## src/shared/dccfg_map.vh

```
// Purpose: Field positions, addresses and reset values of the converter SFRs
// Assumes: 8-bit SFR bus with a page register outside this block
// Notes: Definitions only
`ifndef DCCFG_MAP_VH
`define DCCFG_MAP_VH

`define DCCFG_CFG_PAGE 4'h0
`define DCCFG_CFG_ADDR 8'h96
`define DCCFG_MODE_PAGE 4'hf
`define DCCFG_MODE_ADDR 8'h94
`define DCCFG_CFG_RESET 8'h00
`define DCCFG_MODE_RESET 3'h0

`define DCCFG_LP_BIT 7
`define DCCFG_DIV_HI 6
`define DCCFG_DIV_LO 5
`define DCCFG_SARPOL_BIT 4
`define DCCFG_INV_BIT 3
`define DCCFG_ILIM_BIT 2
`define DCCFG_SLP_BIT 1
`define DCCFG_SRC_BIT 0

`define DCCFG_BYPIND_BIT 3
`define DCCFG_BYPSEL_HI 2
`define DCCFG_BYPSEL_LO 1
`define DCCFG_PASD_BIT 0

`define DCCFG_BYP_OFF 2'h0
`define DCCFG_BYP_AUTO_OSC 2'h1
`define DCCFG_BYP_AUTO_LOW 2'h2
`define DCCFG_BYP_FORCE 2'h3

`define DCCFG_DIVMAX 3'h7
`endif

```

## src/verilog/dccfg_clkdiv.v

```verilog
// Purpose: Converter clock enable from the system clock, by 1, 2 or 8
// Assumes: One clock; the divided rate is an enable pulse
// Notes: Ratio change waits for the current period to end
`timescale 1ns/10ps
`default_nettype none
`include "dccfg_map.vh"

module dccfg_clkdiv (
	// Clock and reset
	input wire clk_i,
	input wire resetn_i,
	// Control
	input wire run_i,
	input wire [1:0] div_code_i,
	// Enable
	output reg tick_o
);

	reg [2:0] count;
	reg [2:0] limit;

	function [2:0] dccfg_limit;
		input [1:0] code;
		begin
			case (code)
			2'h0: dccfg_limit = 3'h0;
			2'h1: dccfg_limit = 3'h1;
			2'h2: dccfg_limit = 3'h1;
			default: dccfg_limit = `DCCFG_DIVMAX;
			endcase
		end
	endfunction

	// New ratio is taken at a period end or while stopped, so no runt periods
	always @(posedge clk_i or negedge resetn_i) begin
		if (!resetn_i) begin
			count <= 3'h0;
			limit <= 3'h0;
			tick_o <= 1'b0;
		end else if (!run_i) begin
			count <= 3'h0;
			limit <= dccfg_limit(div_code_i);
			tick_o <= 1'b0;
		end else if (count >= limit) begin
			count <= 3'h0;
			limit <= dccfg_limit(div_code_i);
			tick_o <= 1'b1;
		end else begin
			count <= count + 3'h1;
			tick_o <= 1'b0;
		end
	end

endmodule
`default_nettype wire

```

## src/verilog/dccfg_regs.v

```verilog
// Purpose: Converter configuration and mode SFRs, converter clock steering
// Assumes: SFR bus on clk_i; analog status arrives asynchronously
// Notes: Sync enable comes from the control register outside this block
//
// What this block does
// - Configuration bit 7 enables converter low-power mode; resets to zero.
// - Divide field: 00 by one, 01 by two, 10 by two, 11 by eight.
// - Divide field ignored while the local oscillator is the source.
// - With sync on, SAR polarity bit 0 inverts the SAR clock, 1 not.
// - SAR polarity bit ignored when ADC synchronisation is off.
// - Bit 3 set inverts system clock into the converter divider.
// - Bit 2 selects one of two peak current limit thresholds.
// - Bit 1 sets sleep supply: 0 rail to battery, 1 floating.
// - Bit 0 picks clock source: 0 local oscillator, 1 system clock.
// - Configuration register at page 0x0, address 0x96, all RW, reset 0.
// - Mode register at page 0xF, address 0x94; writable fields reset 0.
// - Mode bits 7 to 4 read zero, writes ignored.
// - Mode bit 3 is read-only bypass indicator from converter state.
// - Bypass select 00 keeps bypass disabled, converter regulating.
// - Bypass select 01 auto bypass with oscillator running.
// - Bypass select 11 forces bypass unconditionally.
// - Mode bit 0 enables passive diode operation; resets to 0.
// - With sync on, ADC tracking and SAR clock follow switching cycle.
`timescale 1ns/10ps
`default_nettype none
`include "dccfg_map.vh"

module dccfg_regs (
	// Clock and reset
	input wire clk_i,
	input wire resetn_i,
	// SFR bus
	input wire [3:0] sfr_page_i,
	input wire [7:0] sfr_addr_i,
	input wire sfr_wr_i,
	input wire sfr_rd_i,
	input wire [7:0] sfr_wdata_i,
	output reg [7:0] sfr_rdata_o,
	output reg sfr_hit_o,
	// From converter control register and analog side
	input wire adc_sync_enable_i,
	input wire bypass_active_i,
	input wire local_osc_tick_i,
	input wire quiet_interval_i,
	// Converter controls
	output reg low_power_enable_o,
	output reg peak_current_threshold_o,
	output reg sleep_supply_connect_o,
	output reg passive_diode_enable_o,
	output reg bypass_allow_o,
	output reg bypass_force_o,
	output reg osc_run_in_bypass_o,
	// Converter and SAR clocks as enables
	output reg converter_clock_tick_o,
	output reg sar_clock_o,
	output reg adc_track_allow_o
);

	reg [7:0] converter_configuration;
	reg [1:0] bypass_select;
	reg passive_diode_enable;
	reg conv_phase;
	reg src_sys;
	reg src_switching;
	wire bypass_indicator;
	wire quiet_sync;
	wire local_sync;
	wire div_tick;
	wire cfg_hit;
	wire mode_hit;
	wire [7:0] converter_mode;
	wire sar_pol;
	reg next_phase;
	reg next_tick;
	reg div_tick_late;
	reg inv_active;
	wire inv_sel;

	assign cfg_hit = (sfr_page_i == `DCCFG_CFG_PAGE) &&
		(sfr_addr_i == `DCCFG_CFG_ADDR);
	assign mode_hit = (sfr_page_i == `DCCFG_MODE_PAGE) &&
		(sfr_addr_i == `DCCFG_MODE_ADDR);
	// Upper nibble tied low
	assign converter_mode = {4'h0, bypass_indicator, bypass_select,
		passive_diode_enable};
	assign sar_pol = converter_configuration[`DCCFG_SARPOL_BIT];
	assign inv_sel = converter_configuration[`DCCFG_INV_BIT];

	// Analog status crosses in through two flops
	dccfg_sync2 u_byp_sync (
		.clk_i(clk_i),
		.resetn_i(resetn_i),
		.d_i(bypass_active_i),
		.q_o(bypass_indicator)
	);

	dccfg_sync2 u_quiet_sync (
		.clk_i(clk_i),
		.resetn_i(resetn_i),
		.d_i(quiet_interval_i),
		.q_o(quiet_sync)
	);

	dccfg_sync2 u_osc_sync (
		.clk_i(clk_i),
		.resetn_i(resetn_i),
		.d_i(local_osc_tick_i),
		.q_o(local_sync)
	);

	// Divider runs only on the system clock source
	dccfg_clkdiv u_div (
		.clk_i(clk_i),
		.resetn_i(resetn_i),
		.run_i(src_sys),
		.div_code_i(converter_configuration[`DCCFG_DIV_HI:`DCCFG_DIV_LO]),
		.tick_o(div_tick)
	);

	// Register writes take effect at the write edge
	always @(posedge clk_i or negedge resetn_i) begin
		if (!resetn_i) begin
			converter_configuration <= `DCCFG_CFG_RESET;
			{bypass_select, passive_diode_enable} <=
				`DCCFG_MODE_RESET;
		end else if (sfr_wr_i) begin
			if (cfg_hit)
				converter_configuration <= sfr_wdata_i;
			if (mode_hit) begin
				bypass_select <= sfr_wdata_i[`DCCFG_BYPSEL_HI:`DCCFG_BYPSEL_LO];
				passive_diode_enable <= sfr_wdata_i[`DCCFG_PASD_BIT];
			end
		end
	end

	// Read data
	always @(posedge clk_i or negedge resetn_i) begin
		if (!resetn_i) begin
			sfr_rdata_o <= 8'h00;
			sfr_hit_o <= 1'b0;
		end else begin
			sfr_hit_o <= (sfr_rd_i || sfr_wr_i) && (cfg_hit || mode_hit);
			if (sfr_rd_i && cfg_hit)
				sfr_rdata_o <= converter_configuration;
			else if (sfr_rd_i && mode_hit)
				sfr_rdata_o <= converter_mode;
			else
				sfr_rdata_o <= 8'h00;
		end
	end

	// Source switch waits one idle cycle so no runt enable escapes
	always @(posedge clk_i or negedge resetn_i) begin
		if (!resetn_i) begin
			src_sys <= 1'b0;
			src_switching <= 1'b0;
		end else if (src_switching) begin
			src_sys <= converter_configuration[`DCCFG_SRC_BIT];
			src_switching <= 1'b0;
		end else if (src_sys != converter_configuration[`DCCFG_SRC_BIT]) begin
			src_switching <= 1'b1;
		end
	end

	// Converter clock phase; inversion swaps the active half
	always @* begin
		next_tick = 1'b0;
		next_phase = conv_phase;
		if (!src_switching) begin
			if (src_sys)
				next_tick = inv_active ? div_tick_late : div_tick;
			else
				next_tick = local_sync;
		end
		if (next_tick)
			next_phase = ~conv_phase;
	end

	always @(posedge clk_i or negedge resetn_i) begin
		if (!resetn_i) begin
			conv_phase <= 1'b0;
			converter_clock_tick_o <= 1'b0;
			sar_clock_o <= 1'b0;
			adc_track_allow_o <= 1'b0;
		end else begin
			conv_phase <= next_phase;
			converter_clock_tick_o <= next_tick;
			if (adc_sync_enable_i) begin
				// Polarity bit low inverts the SAR clock
				sar_clock_o <= sar_pol ? next_phase : ~next_phase;
				adc_track_allow_o <= quiet_sync;
			end else begin
				sar_clock_o <= next_phase;
				adc_track_allow_o <= 1'b1;
			end
		end
	end

	// Field copies and bypass decode
	always @(posedge clk_i or negedge resetn_i) begin
		if (!resetn_i) begin
			low_power_enable_o <= 1'b0;
			peak_current_threshold_o <= 1'b0;
			sleep_supply_connect_o <= 1'b0;
			passive_diode_enable_o <= 1'b0;
			bypass_allow_o <= 1'b0;
			bypass_force_o <= 1'b0;
			osc_run_in_bypass_o <= 1'b1;
		end else begin
			low_power_enable_o <= converter_configuration[`DCCFG_LP_BIT];
			peak_current_threshold_o <=
				converter_configuration[`DCCFG_ILIM_BIT];
			sleep_supply_connect_o <=
				converter_configuration[`DCCFG_SLP_BIT];
			passive_diode_enable_o <= passive_diode_enable;
			case (bypass_select)
			`DCCFG_BYP_OFF: begin
				bypass_allow_o <= 1'b0;
				bypass_force_o <= 1'b0;
				osc_run_in_bypass_o <= 1'b1;
			end
			`DCCFG_BYP_AUTO_OSC: begin
				bypass_allow_o <= 1'b1;
				bypass_force_o <= 1'b0;
				osc_run_in_bypass_o <= 1'b1;
			end
			`DCCFG_BYP_AUTO_LOW: begin
				bypass_allow_o <= 1'b1;
				bypass_force_o <= 1'b0;
				osc_run_in_bypass_o <= 1'b0;
			end
			default: begin
				bypass_allow_o <= 1'b1;
				bypass_force_o <= 1'b1;
				osc_run_in_bypass_o <= 1'b0;
			end
			endcase
		end
	end

	// Inverted divider input lands ticks half a cycle late, rounded to one
	// New setting taken at once off the system clock, else only on a cycle where div_tick_late differs from it
	always @(posedge clk_i or negedge resetn_i) begin
		if (!resetn_i) begin
			div_tick_late <= 1'b0;
			inv_active <= 1'b0;
		end else begin
			div_tick_late <= div_tick;
			if (!src_sys || (inv_sel ? !div_tick_late : div_tick_late))
				inv_active <= inv_sel;
		end
	end

endmodule
`default_nettype wire

```

## src/verilog/dccfg_sync2.v

```verilog
// Purpose: Two-flop synchroniser for a level
// Assumes: Input is asynchronous to clk_i
// Notes: First stage read only by the second
`timescale 1ns/10ps
`default_nettype none

module dccfg_sync2 (
	// Clock and reset
	input wire clk_i,
	input wire resetn_i,
	// Level
	input wire d_i,
	output reg q_o
);

	reg meta;

	always @(posedge clk_i or negedge resetn_i) begin
		if (!resetn_i) begin
			meta <= 1'b0;
			q_o <= 1'b0;
		end else begin
			meta <= d_i;
			q_o <= meta;
		end
	end

endmodule
`default_nettype wire
```

## config.mk

```make
export PLATFORM = sky130hd
export DESIGN_NAME = dccfg_regs
export DESIGN_NICKNAME = d
export VERILOG_FILES = /design/src/verilog/dccfg_clkdiv.v /design/src/verilog/dccfg_regs.v /design/src/verilog/dccfg_sync2.v
export VERILOG_INCLUDE_DIRS = /design/src /design/src/shared
export SDC_FILE = /design/constraint.sdc
export NUM_CORES = 1
export LEC_CHECK = 0
export BUFFER_PORTS_ARGS = -buffer_cell sky130_fd_sc_hd__buf_2
export CAP_MARGIN = 0
export CORE_UTILIZATION = 54
export CTS_BUF_LIST = sky130_fd_sc_hd__clkbuf_4 sky130_fd_sc_hd__clkbuf_8
export DETAILED_ROUTE_END_ITERATION = 6
export GPL_TIMING_DRIVEN = 1
export PLACE_DENSITY = 0.87
export RECOVER_POWER = 100
export SYNTH_ARGS = -nofsm -noshare
export SYNTH_HDL_FRONTEND = slang
export SYNTH_HIERARCHICAL = 1
export SYNTH_SLANG_ARGS = --single-unit
export TNS_END_PERCENT = 20
```

## constraint.sdc

```tcl
create_clock -name clk_i -period 1.6 [get_ports clk_i]
set_input_delay 0.48 -clock clk_i [delete_from_list [all_inputs] [get_ports clk_i]]
set_output_delay 0.48 -clock clk_i [all_outputs]
set_load 0.02 [all_outputs]
```

Word-level counts from Yosys, hierarchy flattened
Cells that the tools add are included.

Register bits after elaboration: 48. Output and inout port bits: 19.

Add/sub/neg operators: 1. Mux-type cells: 22. Reductions and logical operators: 18. Eq/ne operators: 9. Bitwise logic cells: 2. Magnitude comparators: 1.

Operators with widths (count): $eq A8 B8 Y1 const B (2); $mux W1 (15); $mux W3 (4); $mux W8 (1); $pmux W3 S2 (1); $logic_and A1 B1 Y1 (5); $eq A2 B1 Y1 const B (2); $eq A2 B2 Y1 const B (2); $eq A4 B4 Y1 const B (1); $logic_not A2 Y1 (2); $logic_not A4 Y1 (1); $mux W4 (1); $reduce_and A2 Y1 (2); $reduce_or A2 Y1 (2); $add A3 B1 Y3 const B (1); $ge A3 B3 Y1 (1); $logic_or A1 B1 Y1 (3); $reduce_or A3 Y1 (1); $logic_not A1 Y1 (2); $ne A2 B1 Y1 const B (1); $not A1 Y1 (2); $ne A1 B1 Y1 (1).

Longest topological paths before layout
Gate-level depths: netlist of run 1.

Depth in word-level cells: 7. Mapped depth: 6. Gate-level depth less buffers: 6.

Cells and area by module
Netlist of run 1, hierarchy kept.

Modules (own cells, without submodules): dccfg_regs (instances 1, area each 1321.3 µm², cells an instance 90); dccfg_clkdiv (instances 1, area each 304.0 µm², cells an instance 26); dccfg_sync2 (instances 3, area each 50.0 µm², cells an instance 2).

Least setup slack after synthesis of run 1
Ideal clock, no wire load.

Path kind: input to register. From: in sfr_page_i[2]. To: reg converter_configuration[0]. Stages: 5. Path buffers: 1. Required time: 1.473 ns. Arrival time: 1.532 ns. Library setup time: 0.127 ns. Slack: -0.060 ns. Path through: nand2b_1 nor4_4 and3_1 buf_4 mux2_1.

Cells in the longest elaborated chain, start to end: 3.

Ends and longest elaborated chain: start: declaration (line dccfg_regs.v:33) `input wire [3:0] sfr_page_i,`; $logic_not A4 Y1 (no line); $logic_and A1 B1 Y1 (line dccfg_regs.v:79) `` assign cfg_hit = (sfr_page_i == `DCCFG_CFG_PAGE) && ``; $reduce_and A2 Y1 (no line); end signal: assignment (line dccfg_regs.v:123) `` converter_configuration <= `DCCFG_CFG_RESET; ``; end signal: assignment (line dccfg_regs.v:128) `converter_configuration <= sfr_wdata_i;`; end: declaration (line dccfg_regs.v:59) `reg [7:0] converter_configuration;`.

No other way between the ends. A chain may end at the register's enable or synchronous reset.

Final worst setup path of run 1
From: in sfr_addr_i[6]. To: reg bypass_select[1].

Cells in the longest elaborated chain, start to end: 3.

Ends and longest elaborated chain: start: declaration (line dccfg_regs.v:34) `input wire [7:0] sfr_addr_i,`; $eq A8 B8 Y1 (no line); $logic_and A1 B1 Y1 (line dccfg_regs.v:81) `` assign mode_hit = (sfr_page_i == `DCCFG_MODE_PAGE) && ``; $reduce_and A2 Y1 (no line); end signal: assignment (line dccfg_regs.v:124) `{bypass_select, passive_diode_enable} <=`; end signal: assignment (line dccfg_regs.v:130) `` bypass_select <= sfr_wdata_i[`DCCFG_BYPSEL_HI:`DCCFG_BYPSEL_LO]; ``; end: declaration (line dccfg_regs.v:60) `reg [1:0] bypass_select;`.

No other way between the ends.

==> reports/results.env, run 1 <==
SETUP.WORST_PATH.CLASS='primary input to register'
CP-END-KIND='register'
ANTENNA_CELLS_INSERTED=0
DIEWIDTH_UM=59.34
STATUS='complete, but fails checks'
LAYOUT-AREA-OVERHEAD-VS-SYNTH_PCT=23.61
TOTAL_GLOBAL_ROUTE_TRACK_USAGE_PCT=21.78
FIRST_ITER_VIOLATIONS=41
SYNTH_TOP_AREA_SHARE_PCT=64.83
WORST-ENDPOINT-ARRIVAL_NS=1.88
POST_SYNTHESIS_SEQUENTIAL_AREA_RATIO_PCT=66.31
CLKTRANSATPATHREGS_NS=0.13
REGISTER_AREA_UM2=1177
ANTENNA_FOUND_INITIAL=0
TOP_LEVEL_PORTS=47
SYNTH.DISTINCT_CELLS=33
CLOCK_LATENCY_NS=0.35
NUM-NETS-FINAL=215
WORST_HOLD_PATH_TYPE='primary input to register'
SYNTHESIS.INSTANCES=122
LEAKAGEPOWER_nW=1.093
RATIO_OF_CELLS_WITH_DRIVE_ABOVE_1_IN_THE_FINAL_LAYOUT_PCT=30.98
VDD_IR_DROP_MAX_V=0.0006549
FINAL.SETUP.WORST_SLACK_NS=-0.02958
SYNTH_FP_NETS=154
SETUP.WORST_PATH.START_CLASS='primary input'
POSTROUTEANTENNANETS=0
GLOBAL_ROUTE_WIRE_LENGTH_BEFORE_REPAIR_UM=5299
WORSTPATHMAXFANOUT=3
TRITONCTS.NUM_BUFFERS=5
FINAL.SETUP.TNS_NS=-0.08109
ROUTED_WL_UM=3383
MIN_PERIOD_OVER_PERIOD_PCT=101.8
TRITONCTS_NUM_SINKS=47
FINCLKSKEW_NS=0.01064
SYNTH_TOP_AREA_CELL='dfrtp_1'
ROUTED_WIRE_LENGTH_PER_INSTANCE_UM=14.84
LAYOUT.CELLS.MOST_COMMON_LIST='46 x dfrtp_1, 27 x buf_2, 20 x clkbuf_1'
FINAL_CELL_UTILIZATION_OF_THE_CORE_PCT=71.30
WORST-ENDPOINT-REQUIRED_NS=1.85
AVGSYNTHCELLAREA_UM2=14.55
MAXCAPVIOLATIONS=0
CTSHTREEMAXLEVEL=2
WORST_SLEW_PIN_SLEW_NS=0.6838
GRT_START_MAX_NET_PINS=30
NUM-FILL-CELLS=243
FP-ROW-COUNT=20
GLOBALPLACE.CONGESTION=0.7599
DESIGN.CORE.AREA_UM2=3078
YOSYSWARNINGCOUNT=6
SYNTHESIS.AREA_UM2=1775
SYNTH-SEQ-CELLS=47
PERIOD_NEEDED_NS=1.630
HOLD_VIOLATIONS=0
VIA_PER_INST=5.070
ACHIEVABLE-FREQUENCY_GHz=0.6137
SLEW_HEADROOM_PCT=54.41
MOSTFREQUENTLAYOUTCELL='dfrtp_1'
DESIGN_POWER_TOTAL_W=0.002117
HOLD-WORST-SLACK_NS=0.2251
FP.DIEAREA_UM2=3521
FINALMAXSLEWVIOLATIONS=0
POWERDENSITY_nW_PER_UM2=964.7
SYNTH.AREA.TOP_CELLS='dfrtp_1 65%, mux2_1 5.1%, ha_1 2.8%'
PLACED_WIRE_LENGTH_ESTIMATE_UM=2385
VIOLATIONS='negative setup slack'
CLOCK_TREE.ROOT_CELL='clkbuf_4'
INITIAL_CORE_UTIL_PCT=57.68
VIAS=1156
DETAIL_ROUTE.DRC_VIOLATIONS=0
WORST_PATH_LARGEST_CELL_DELAY_NS=0.36
GRT-OVFL-TOTAL=0
LIBRARY_CELL_CONTRIBUTING_THE_LARGEST_SINGLE_DELAY_ON_THE_CRITICAL_PATH='mux2_2'
TIMING.CRITICAL_PATH.CELLS='buf_2, nand4bb_1, nor3_2, buf_4, and3_1, mux2_2'
DIE_H_UM=59.34
DRT_PRE_ANTENNA_ITERS=4
PLACE.PORT_BUFFERS=46
MULTI_INPUT_AREA_UM2=589.3
FIRST_GLOBAL_VIAS=1164
CLK_PATH_BUF_DEPTH=2
SETUP_VIOL_COUNT_FINAL=3
CTS_TREE='yes'
==> cells by family (layout without fill, tap and decap cells) <==
kind of cell / count (synthesis) / count (layout) / share of synthesized area [%]
AND/OR/NAND/NOR: 35 / 35 / 13.18
XOR/XNOR: 4 / 4 / 2.397
adder cells (fa/ha/maj): 4 / 4 / 2.819
multiplexers: 14 / 14 / 8.668
AO/OA/AOI/OAI: 12 / 12 / 5.144
flip-flops: 47 / 47 / 66.31
buffers and inverters: 6 / 68 / 1.480
==> final cells by class <==
| type | count | share of cell area (%) |
|---|---|---|
| clock buffer | 6 | 2.338 |
| timing repair buffer | 55 | 12.20 |
| clock inverter | 2 | 1.596 |
| inverter | 5 | 0.8552 |
| sequential | 47 | 53.65 |
| tap | 44 | 2.509 |
| multi-input combinational | 69 | 26.85 |
==> report_power, final <==
group | leakage [nW] | switching, W | internal, W
Combinational | 0.416 | 0.0000900 | 0.0000634
Clock | 0.0482 | 0.000351 | 0.000369
Sequential | 0.629 | 0.0000174 | 0.00123
==> state kept, by name, summed over array words and instances, names as in the netlist, 2 cells and up <==
register,count
bypass_select,2
converter_configuration,8
sfr_rdata_o,8
u_div/count,3
u_div/limit,2
==> final timing paths <==
| check | cells past startpoint | slack (ns) | from | end |
|---|---|---|---|---|
| hold / removal | 1 | 0.23 | local_osc_tick_i | u_osc_sync/meta |
| max in group asynchronous | 3 | 0.31 | resetn_i | sfr_hit_o |
| min in group asynchronous | 2 | 0.43 | resetn_i | low_power_enable_o |
| setup / recovery | 6 | -0.03 | sfr_addr_i[6] | bypass_select[1] |
| setup reg to reg | 6 | 0.12 | u_div/count[0] | u_div/limit[0] |
| hold reg to reg | 0 | 0.36 | u_byp_sync/meta | u_byp_sync/q_o |
==> synth_stat cells <==
cell type,number
dfrtp_1,46
mux2_1,8
nor2_1,8
and2_1,5
inv_1,5
nand2b_1,5
ha_1,4
a22oi_1,3
and3_1,3
mux2_2,3
mux2i_1,3
nand2_1,3
o21ai_0,3
xnor2_1,3
a21oi_1,2
a211oi_2,1
a21o_1,1
a31oi_2,1
and2b_2,1
and3_2,1
and3b_1,1
buf_4,1
dfstp_2,1
nand2_2,1
nand4b_1,1
nand4bb_1,1
nor2b_4,1
nor3_1,1
nor4_4,1
o221a_2,1
or2_2,1
or4b_4,1
xor2_2,1
==> layer usage <==
metal	wire, µm	part of all wire [%]	global-route usage, %	up-vias
met5	0	0	0	-
met4	84	2.5	10.54	0
met3	146	4.3	7.642	12
met2	1825	54	33.39	34
met1	1327	39	27.54	570
li1	-	-	-	540
==> through the flow <==
step           setup slack (ns)  cell area, µm²  instances
3_5_place_dp            -0.3177            2118        218
5_1_grt                -0.03534            2195        228
6_report               -0.02958            2195        228
2_1_floorplan          -0.05954            1775        122
4_1_cts                 0.05540            2220        227
3_3_place_gp            -0.2244            2118        218
==> critical path, delay by kind of cell <==
kind	cells	cell delay (ns)
and+or+nand+nor	3	0.78
muxes	1	0.36
buffers and inverters	2	0.26
==> repair_timing <==
| action | 4_1_cts | 5_1_grt |
|---|---|---|
| endpoints found under the setup margin | 2 | 6 |
| cloned | 0 | 0 |
| buffers inserted | 0 | 1 |
| pin swaps | 0 | 1 |
| endpoints found under the hold margin | 1 | 0 |
| hold buffers | 1 | 0 |
| resized for setup | 1 | 2 |
No activity file was read; power rests on OpenSTA's default activity.
==> run 2: changes to the inputs <==
BUFFER_PORTS_ARGS = not set   (was -buffer_cell sky130_fd_sc_hd__buf_2)
CORE_MARGIN = 10   (was not set)
CORE_UTILIZATION = 60   (was 54)
DONT_BUFFER_PORTS = 1   (was not set)
PLACE_DENSITY = 0.81   (was 0.87)
==> run 2 against run 1 <==
Compared with the run above:
- the flow now finishes without violations
- final area is 12% lower
- wire length is 0.56% lower
- global-route usage is 8.8 points lower
- clock skew is 0.0033 ns lower
- die area is 57% higher
- clock-buffer cell count is 1 lower
- setup slack better by 0.13 ns
- largest cell class unchanged
==> reports/results.env, run 2 (same netlist as run 1, synthesis figures left out) <==
NUM-FILL-CELLS=195
LAYOUT-AREA-OVERHEAD-VS-SYNTH_PCT=9.302
FP-ROW-COUNT=19
CTSHTREEMAXLEVEL=2
FINAL.SETUP.WORST_SLACK_NS=0.09880
DIEWIDTH_UM=74.40
ROUTED_WL_UM=3364
TRITONCTS.NUM_BUFFERS=5
NUM-NETS-FINAL=165
DIE_H_UM=74.40
DETAIL_ROUTE.DRC_VIOLATIONS=0
WORST_SLEW_PIN_SLEW_NS=0.6025
ACHIEVABLE-FREQUENCY_GHz=0.6661
FINCLKSKEW_NS=0.007339
WORSTPATHMAXFANOUT=4
SLEW_HEADROOM_PCT=59.83
WORST_PATH_LARGEST_CELL_DELAY_NS=0.38
PLACE_WS_NS=-0.2492
DRT_PRE_ANTENNA_ITERS=4
FINAL.SETUP.TNS_NS=0
LEAKAGEPOWER_nW=0.9475
GRT_START_MAX_NET_PINS=48
WORST-ENDPOINT-REQUIRED_NS=1.85
CPLARGESTDELAYFAMILY='flip-flops'
FINAL_CELL_UTILIZATION_OF_THE_CORE_PCT=69.77
MOSTFREQUENTLAYOUTCELL='dfrtp_1'
ANTENNA_FOUND_INITIAL=0
ANTENNA_CELLS_INSERTED=0
VIA_PER_INST=5.685
POWERDENSITY_nW_PER_UM2=1054
PERIOD_NEEDED_NS=1.501
SETUP.WORST_PATH.START_CLASS='register'
LIBRARY_CELL_CONTRIBUTING_THE_LARGEST_SINGLE_DELAY_ON_THE_CRITICAL_PATH='dfrtp_1'
CTS_SETUP_BUFFERS=0
DESIGN.CORE.AREA_UM2=2781
CLOCK_TREE.ROOT_CELL='clkbuf_4'
POST_LAYOUT_NONFILLER_INSTANCES=165
CLK_PATH_BUF_DEPTH=2
PATH_BUF_INV=1
INITIAL_CORE_UTIL_PCT=63.83
GLOBALPLACE.CONGESTION=0.7106
SETUP.WORST_PATH.CLASS='register to register'
MIN_PERIOD_OVER_PERIOD_PCT=93.82
VIAS=938
WORST_HOLD_PATH_TYPE='primary input to register'
PLACED_WIRE_LENGTH_ESTIMATE_UM=2548
TIMING.CRITICAL_PATH.CELLS='inv_1, ha_1, a21o_1, a31oi_4, nand2_2, mux2i_1'
POSTROUTEANTENNANETS=0
CP-END-KIND='register'
VDD_IR_DROP_MAX_V=0.001049
ROUTED_WIRE_LENGTH_PER_INSTANCE_UM=20.39
CLOCK_LATENCY_NS=0.36
REG.LARGEST.LIST='converter_configuration (8), sfr_rdata_o (8), u_div/count (3)'
TRITONCTS_NUM_SINKS=47
WORST-ENDPOINT-ARRIVAL_NS=1.76
FIRST_GLOBAL_VIAS=1080
MAXCAPVIOLATIONS=0
LAYOUT.CELLS.MOST_COMMON_LIST='46 x dfrtp_1, 8 x nor2_1, 8 x mux2_1'
RSZ_0062_RAISED_AFTER_GLOBAL_ROUTING='no'
GRT-OVFL-TOTAL=0
SETUP_VIOL_COUNT_FINAL=0
PLACE.PORT_BUFFERS=0
TOP_LEVEL_PORTS=47
PLACED_CELLS=155
HOLD_VIOLATIONS=0
CLKTRANSATPATHREGS_NS=0.13
STATUS='finished clean'
CTS_TREE='yes'
FP.DIEAREA_UM2=5535
FIRST_ITER_VIOLATIONS=63
FINALMAXSLEWVIOLATIONS=0
GLOBAL_ROUTE_WIRE_LENGTH_BEFORE_REPAIR_UM=5347
RATIO_OF_CELLS_WITH_DRIVE_ABOVE_1_IN_THE_FINAL_LAYOUT_PCT=17.91
HOLD-WORST-SLACK_NS=0.1261
TOTAL_GLOBAL_ROUTE_TRACK_USAGE_PCT=13.01
-- run 2: cell count changes in the layout (fill, tap and decap cells not counted), sizes merged --
cell / previous run / this run
buf: 31 / 3
clkbuf: 29 / 6
clkinv: 1 / 2
-- run 2: layer usage --
metal | GRT usage (%) | vias to the layer above | share of wire [%]
met5 | 0 | - | 0
met4 | 7.724 | 0 | 2.4
met3 | 5.053 | 10 | 7.0
met2 | 20.75 | 26 | 53
met1 | 14.45 | 468 | 37
li1 | - | 434 | -
-- run 2: power breakdown --
| part | internal [W] | switching [W] |
|---|---|---|
| sequential | 0.00123 | 0.0000427 |
| clock | 0.000329 | 0.000372 |
| combinational | 0.0000328 | 0.0000436 |
| total | 0.00159 | 0.000458 |
-- run 2: final cells by class --
type / instances / area (µm²) / share of cell area [%]
clock inverters: 3 / 43.79 / 2.257
repair buffers: 5 / 52.55 / 2.708
inverters: 5 / 18.77 / 0.9671
clock buffers: 5 / 37.54 / 1.934
well taps: 31 / 38.79 / 1.999
flip-flops and latches: 47 / 1177 / 60.67
multi-input cells: 69 / 571.8 / 29.46
-- run 2: what timing repair did --
action / CTS / global route
hold buffers: 2 / 0
resized for setup: 0 / 1
endpoints found under the hold margin: 47 / 0
setup endpoints to repair: 0 / 2
-- run 2: worst register-to-register path: stages (launching register included) --
cell and delay, ns:
dfrtp_1 0.38, inv_1 0.11, ha_1 0.28, a21o_1 0.22, a31oi_4 0.16, nand2_2 0.11
mux2i_1 0.14
-- run 2: stage by stage --
step	power [W]	instance area, µm²
floorplan	0.001333	1775
global placement	0.001343	1842
detailed placement	0.001347	1842
CTS	0.002077	1961
global route	0.002117	1941
finish	0.002046	1941
-- run 2: worst paths after layout --
kind | from | slack (ns) | endpoint | cells after the start
hold / removal | bypass_active_i | 0.13 | u_byp_sync/meta | 0
setup reg to reg | u_div/limit[1] | 0.1 | u_div/limit[1] | 6
hold reg to reg | u_osc_sync/meta | 0.36 | u_osc_sync/q_o | 0
max in group asynchronous | resetn_i | 0.51 | conv_phase | 2
min in group asynchronous | resetn_i | 0.69 | src_switching | 2
setup / recovery | u_div/limit[1] | 0.1 | u_div/limit[1] | 6
==> run 3: changes to the inputs <==
--- a/config.mk
+++ b/config.mk
@@ -14,4 +14,5 @@
 export DONT_BUFFER_PORTS = 1
 export GPL_TIMING_DRIVEN = 1
+export MAX_ROUTING_LAYER = met4
 export PLACE_DENSITY = 0.81
 export RECOVER_POWER = 100
@@ -20,3 +21,2 @@
 export SYNTH_HIERARCHICAL = 1
 export SYNTH_SLANG_ARGS = --single-unit
-export TNS_END_PERCENT = 20
==> constraint.sdc (replaced) <==
create_clock -name clk_i -period 1.6 [get_ports clk_i]
set_input_delay 0.24 -clock clk_i [delete_from_list [all_inputs] [get_ports clk_i]]
set_output_delay 0.24 -clock clk_i [all_outputs]
set_load 0.02 [all_outputs]
==> run 3 against run 2 <==
Compared with the run above:
- global-route usage grew 0.82 points
- sequential power is essentially flat
- fmax shrank 0.55%
- first-iteration DRC count grew 11%
- critical path depth is the same
- final area grew 5.1%
- clock skew grew 0.0028 ns
- core utilization grew 3.6 points
- die area is the same
- non-clock buffer count grew 11
==> reports/results.env, run 3 (same netlist as run 1, synthesis figures left out) <==
SLEW_HEADROOM_PCT=28.11
FP-ROW-COUNT=19
POWERDENSITY_nW_PER_UM2=1014
GLOBALPLACE.CONGESTION=0.7194
DIEWIDTH_UM=74.40
RSZ_0062_RAISED_AFTER_GLOBAL_ROUTING='no'
INITIAL_CORE_UTIL_PCT=63.83
FINAL.SETUP.TNS_NS=0
PLACED_WIRE_LENGTH_ESTIMATE_UM=2483
WORST_SLEW_PIN_SLEW_NS=1.078
TOP_LEVEL_PORTS=47
LIBRARY_CELL_CONTRIBUTING_THE_LARGEST_SINGLE_DELAY_ON_THE_CRITICAL_PATH='dfrtp_1'
ROUTED_WL_UM=3514
ANTENNA_CELLS_INSERTED=0
TRITONCTS.NUM_BUFFERS=5
CP-END-KIND='register'
VDD_IR_DROP_MAX_V=0.001046
DESIGN_POWER_TOTAL_W=0.002068
TRITONCTS_NUM_SINKS=47
ANTENNA_FOUND_INITIAL=0
FINAL.SETUP.WORST_SLACK_NS=0.09056
VIAS=998
GRT_START_MAX_NET_PINS=48
MOSTFREQUENTLAYOUTCELL='dfrtp_1'
TIMING.CRITICAL_PATH.CELLS='inv_1, ha_1, nand2b_1, a31oi_4, nand2_2, mux2i_1'
MAXCAPVIOLATIONS=0
WORST-ENDPOINT-ARRIVAL_NS=1.76
MIN_PERIOD_OVER_PERIOD_PCT=94.34
CLOCK_LATENCY_NS=0.36
WORST_PATH_LARGEST_CELL_DELAY_NS=0.42
CPLARGESTDELAYFAMILY='flip-flops'
ACHIEVABLE-FREQUENCY_GHz=0.6625
CLOCK_TREE.ROOT_CELL='clkbuf_4'
CLKTRANSATPATHREGS_NS=0.14
ROUTED_WIRE_LENGTH_PER_INSTANCE_UM=19.97
CTS_TREE='yes'
GRT-OVFL-TOTAL=0
TOTAL_GLOBAL_ROUTE_TRACK_USAGE_PCT=13.83
WORST-ENDPOINT-REQUIRED_NS=1.85
DRT_PRE_ANTENNA_ITERS=4
LEAKAGEPOWER_nW=0.9844
PLACE_WS_NS=0.01278
POSTROUTEANTENNANETS=0
STATUS='finished clean'
SETUP.WORST_PATH.CLASS='register to register'
WORSTPATHMAXFANOUT=4
HOLD_VIOLATIONS=0
PERIOD_NEEDED_NS=1.509
DESIGN.CORE.AREA_UM2=2781
NUM-NETS-FINAL=176
FP.DIEAREA_UM2=5535
DETAIL_ROUTE.DRC_VIOLATIONS=0
PLACE.PORT_BUFFERS=0
CLK_PATH_BUF_DEPTH=2
RATIO_OF_CELLS_WITH_DRIVE_ABOVE_1_IN_THE_FINAL_LAYOUT_PCT=15.17
WORST_HOLD_PATH_TYPE='primary input to register'
FINALMAXSLEWVIOLATIONS=0
FIRST_GLOBAL_VIAS=1118
REG.LARGEST.LIST='converter_configuration (8), sfr_rdata_o (8), u_div/count (3)'
PATH_BUF_INV=1
GLOBAL_ROUTE_WIRE_LENGTH_BEFORE_REPAIR_UM=5637
CTSHTREEMAXLEVEL=2
VIA_PER_INST=5.670
SETUP.WORST_PATH.START_CLASS='register'
FINCLKSKEW_NS=0.01009
NUM-FILL-CELLS=198
FIRST_ITER_VIOLATIONS=70
DIE_H_UM=74.40
LAYOUT-AREA-OVERHEAD-VS-SYNTH_PCT=14.87
SETUP_VIOL_COUNT_FINAL=0
LAYOUT.CELLS.MOST_COMMON_LIST='46 x dfrtp_1, 13 x dlygate4sd3_1, 8 x nor2_1, 8 x mux2_1'
[run 3: path summary, 6_finish.rpt]
kind | to | from | depth (start not counted) | slack [ns]
min reg2reg | u_quiet_sync/q_o | u_quiet_sync/meta | 0 | 0.36
max reg2reg | u_div/limit[1] | u_div/count[0] | 6 | 0.09
max in group asynchronous | sfr_hit_o | resetn_i | 2 | 0.33
min | bypass_select[1] | sfr_wdata_i[2] | 1 | 0.02
min in group asynchronous | u_div/count[1] | resetn_i | 2 | 0.61
max | u_div/limit[1] | u_div/count[0] | 6 | 0.09
[run 3: metal layers]
| layer | GRT usage [%] | part of all wire (%) | vias to the layer above |
|---|---|---|---|
| li1 | - | - | 458 |
| met1 | 15.18 | 38 | 504 |
| met2 | 22.91 | 56 | 28 |
| met3 | 4.255 | 4.8 | 8 |
| met4 | 5.488 | 1.6 | 0 |
| met5 | - | 0 | - |
[run 3: report_power, final]
part | switching (W) | total [W] | internal, W
sequential | 0.0000416 | 0.00127 | 0.00123
combinational | 0.0000453 | 0.0000961 | 0.0000508
clock | 0.000375 | 0.000704 | 0.000329
total | 0.000462 | 0.00207 | 0.00161
[run 3: worst register-to-register path, delay by kind of cell, from the launching register on]
family          cells  cell delay, ns
mux                 1            0.15
flops               1            0.42
buf+inv             1            0.06
simple gates        2            0.29
compound gates      1            0.21
fa+ha+maj           1            0.27
[run 3: final cells by class]
class	instances	area, µm²	share of cell area [%]
flip-flops and latches	47	1177	57.73
multi-input cells	69	576.8	28.28
repair buffers	16	146.4	7.178
clock inverters	3	43.79	2.147
well taps	31	38.79	1.902
clock buffers	5	37.54	1.840
inverters	5	18.77	0.9202
[run 3: what timing repair did]
action,4_1_cts,5_1_grt
hold buffers,10,4
resized for setup,0,2
endpoints found under the setup margin,0,3
hold endpoints to repair,55,4
setup buffers,0,0
[run 3: metrics by stage]
stage	area (µm²)	hold slack [ns]	utilization, %	cells
5_1_grt	2039	0.001645	73.32	176
4_1_cts	2033	0.005571	73.10	172
3_5_place_dp	1834	-0.05392	65.95	154
3_3_place_gp	1834	-0.05381	65.95	154
6_report	2039	0.01704	73.32	176
2_1_floorplan	1775	-0.05559	-	122
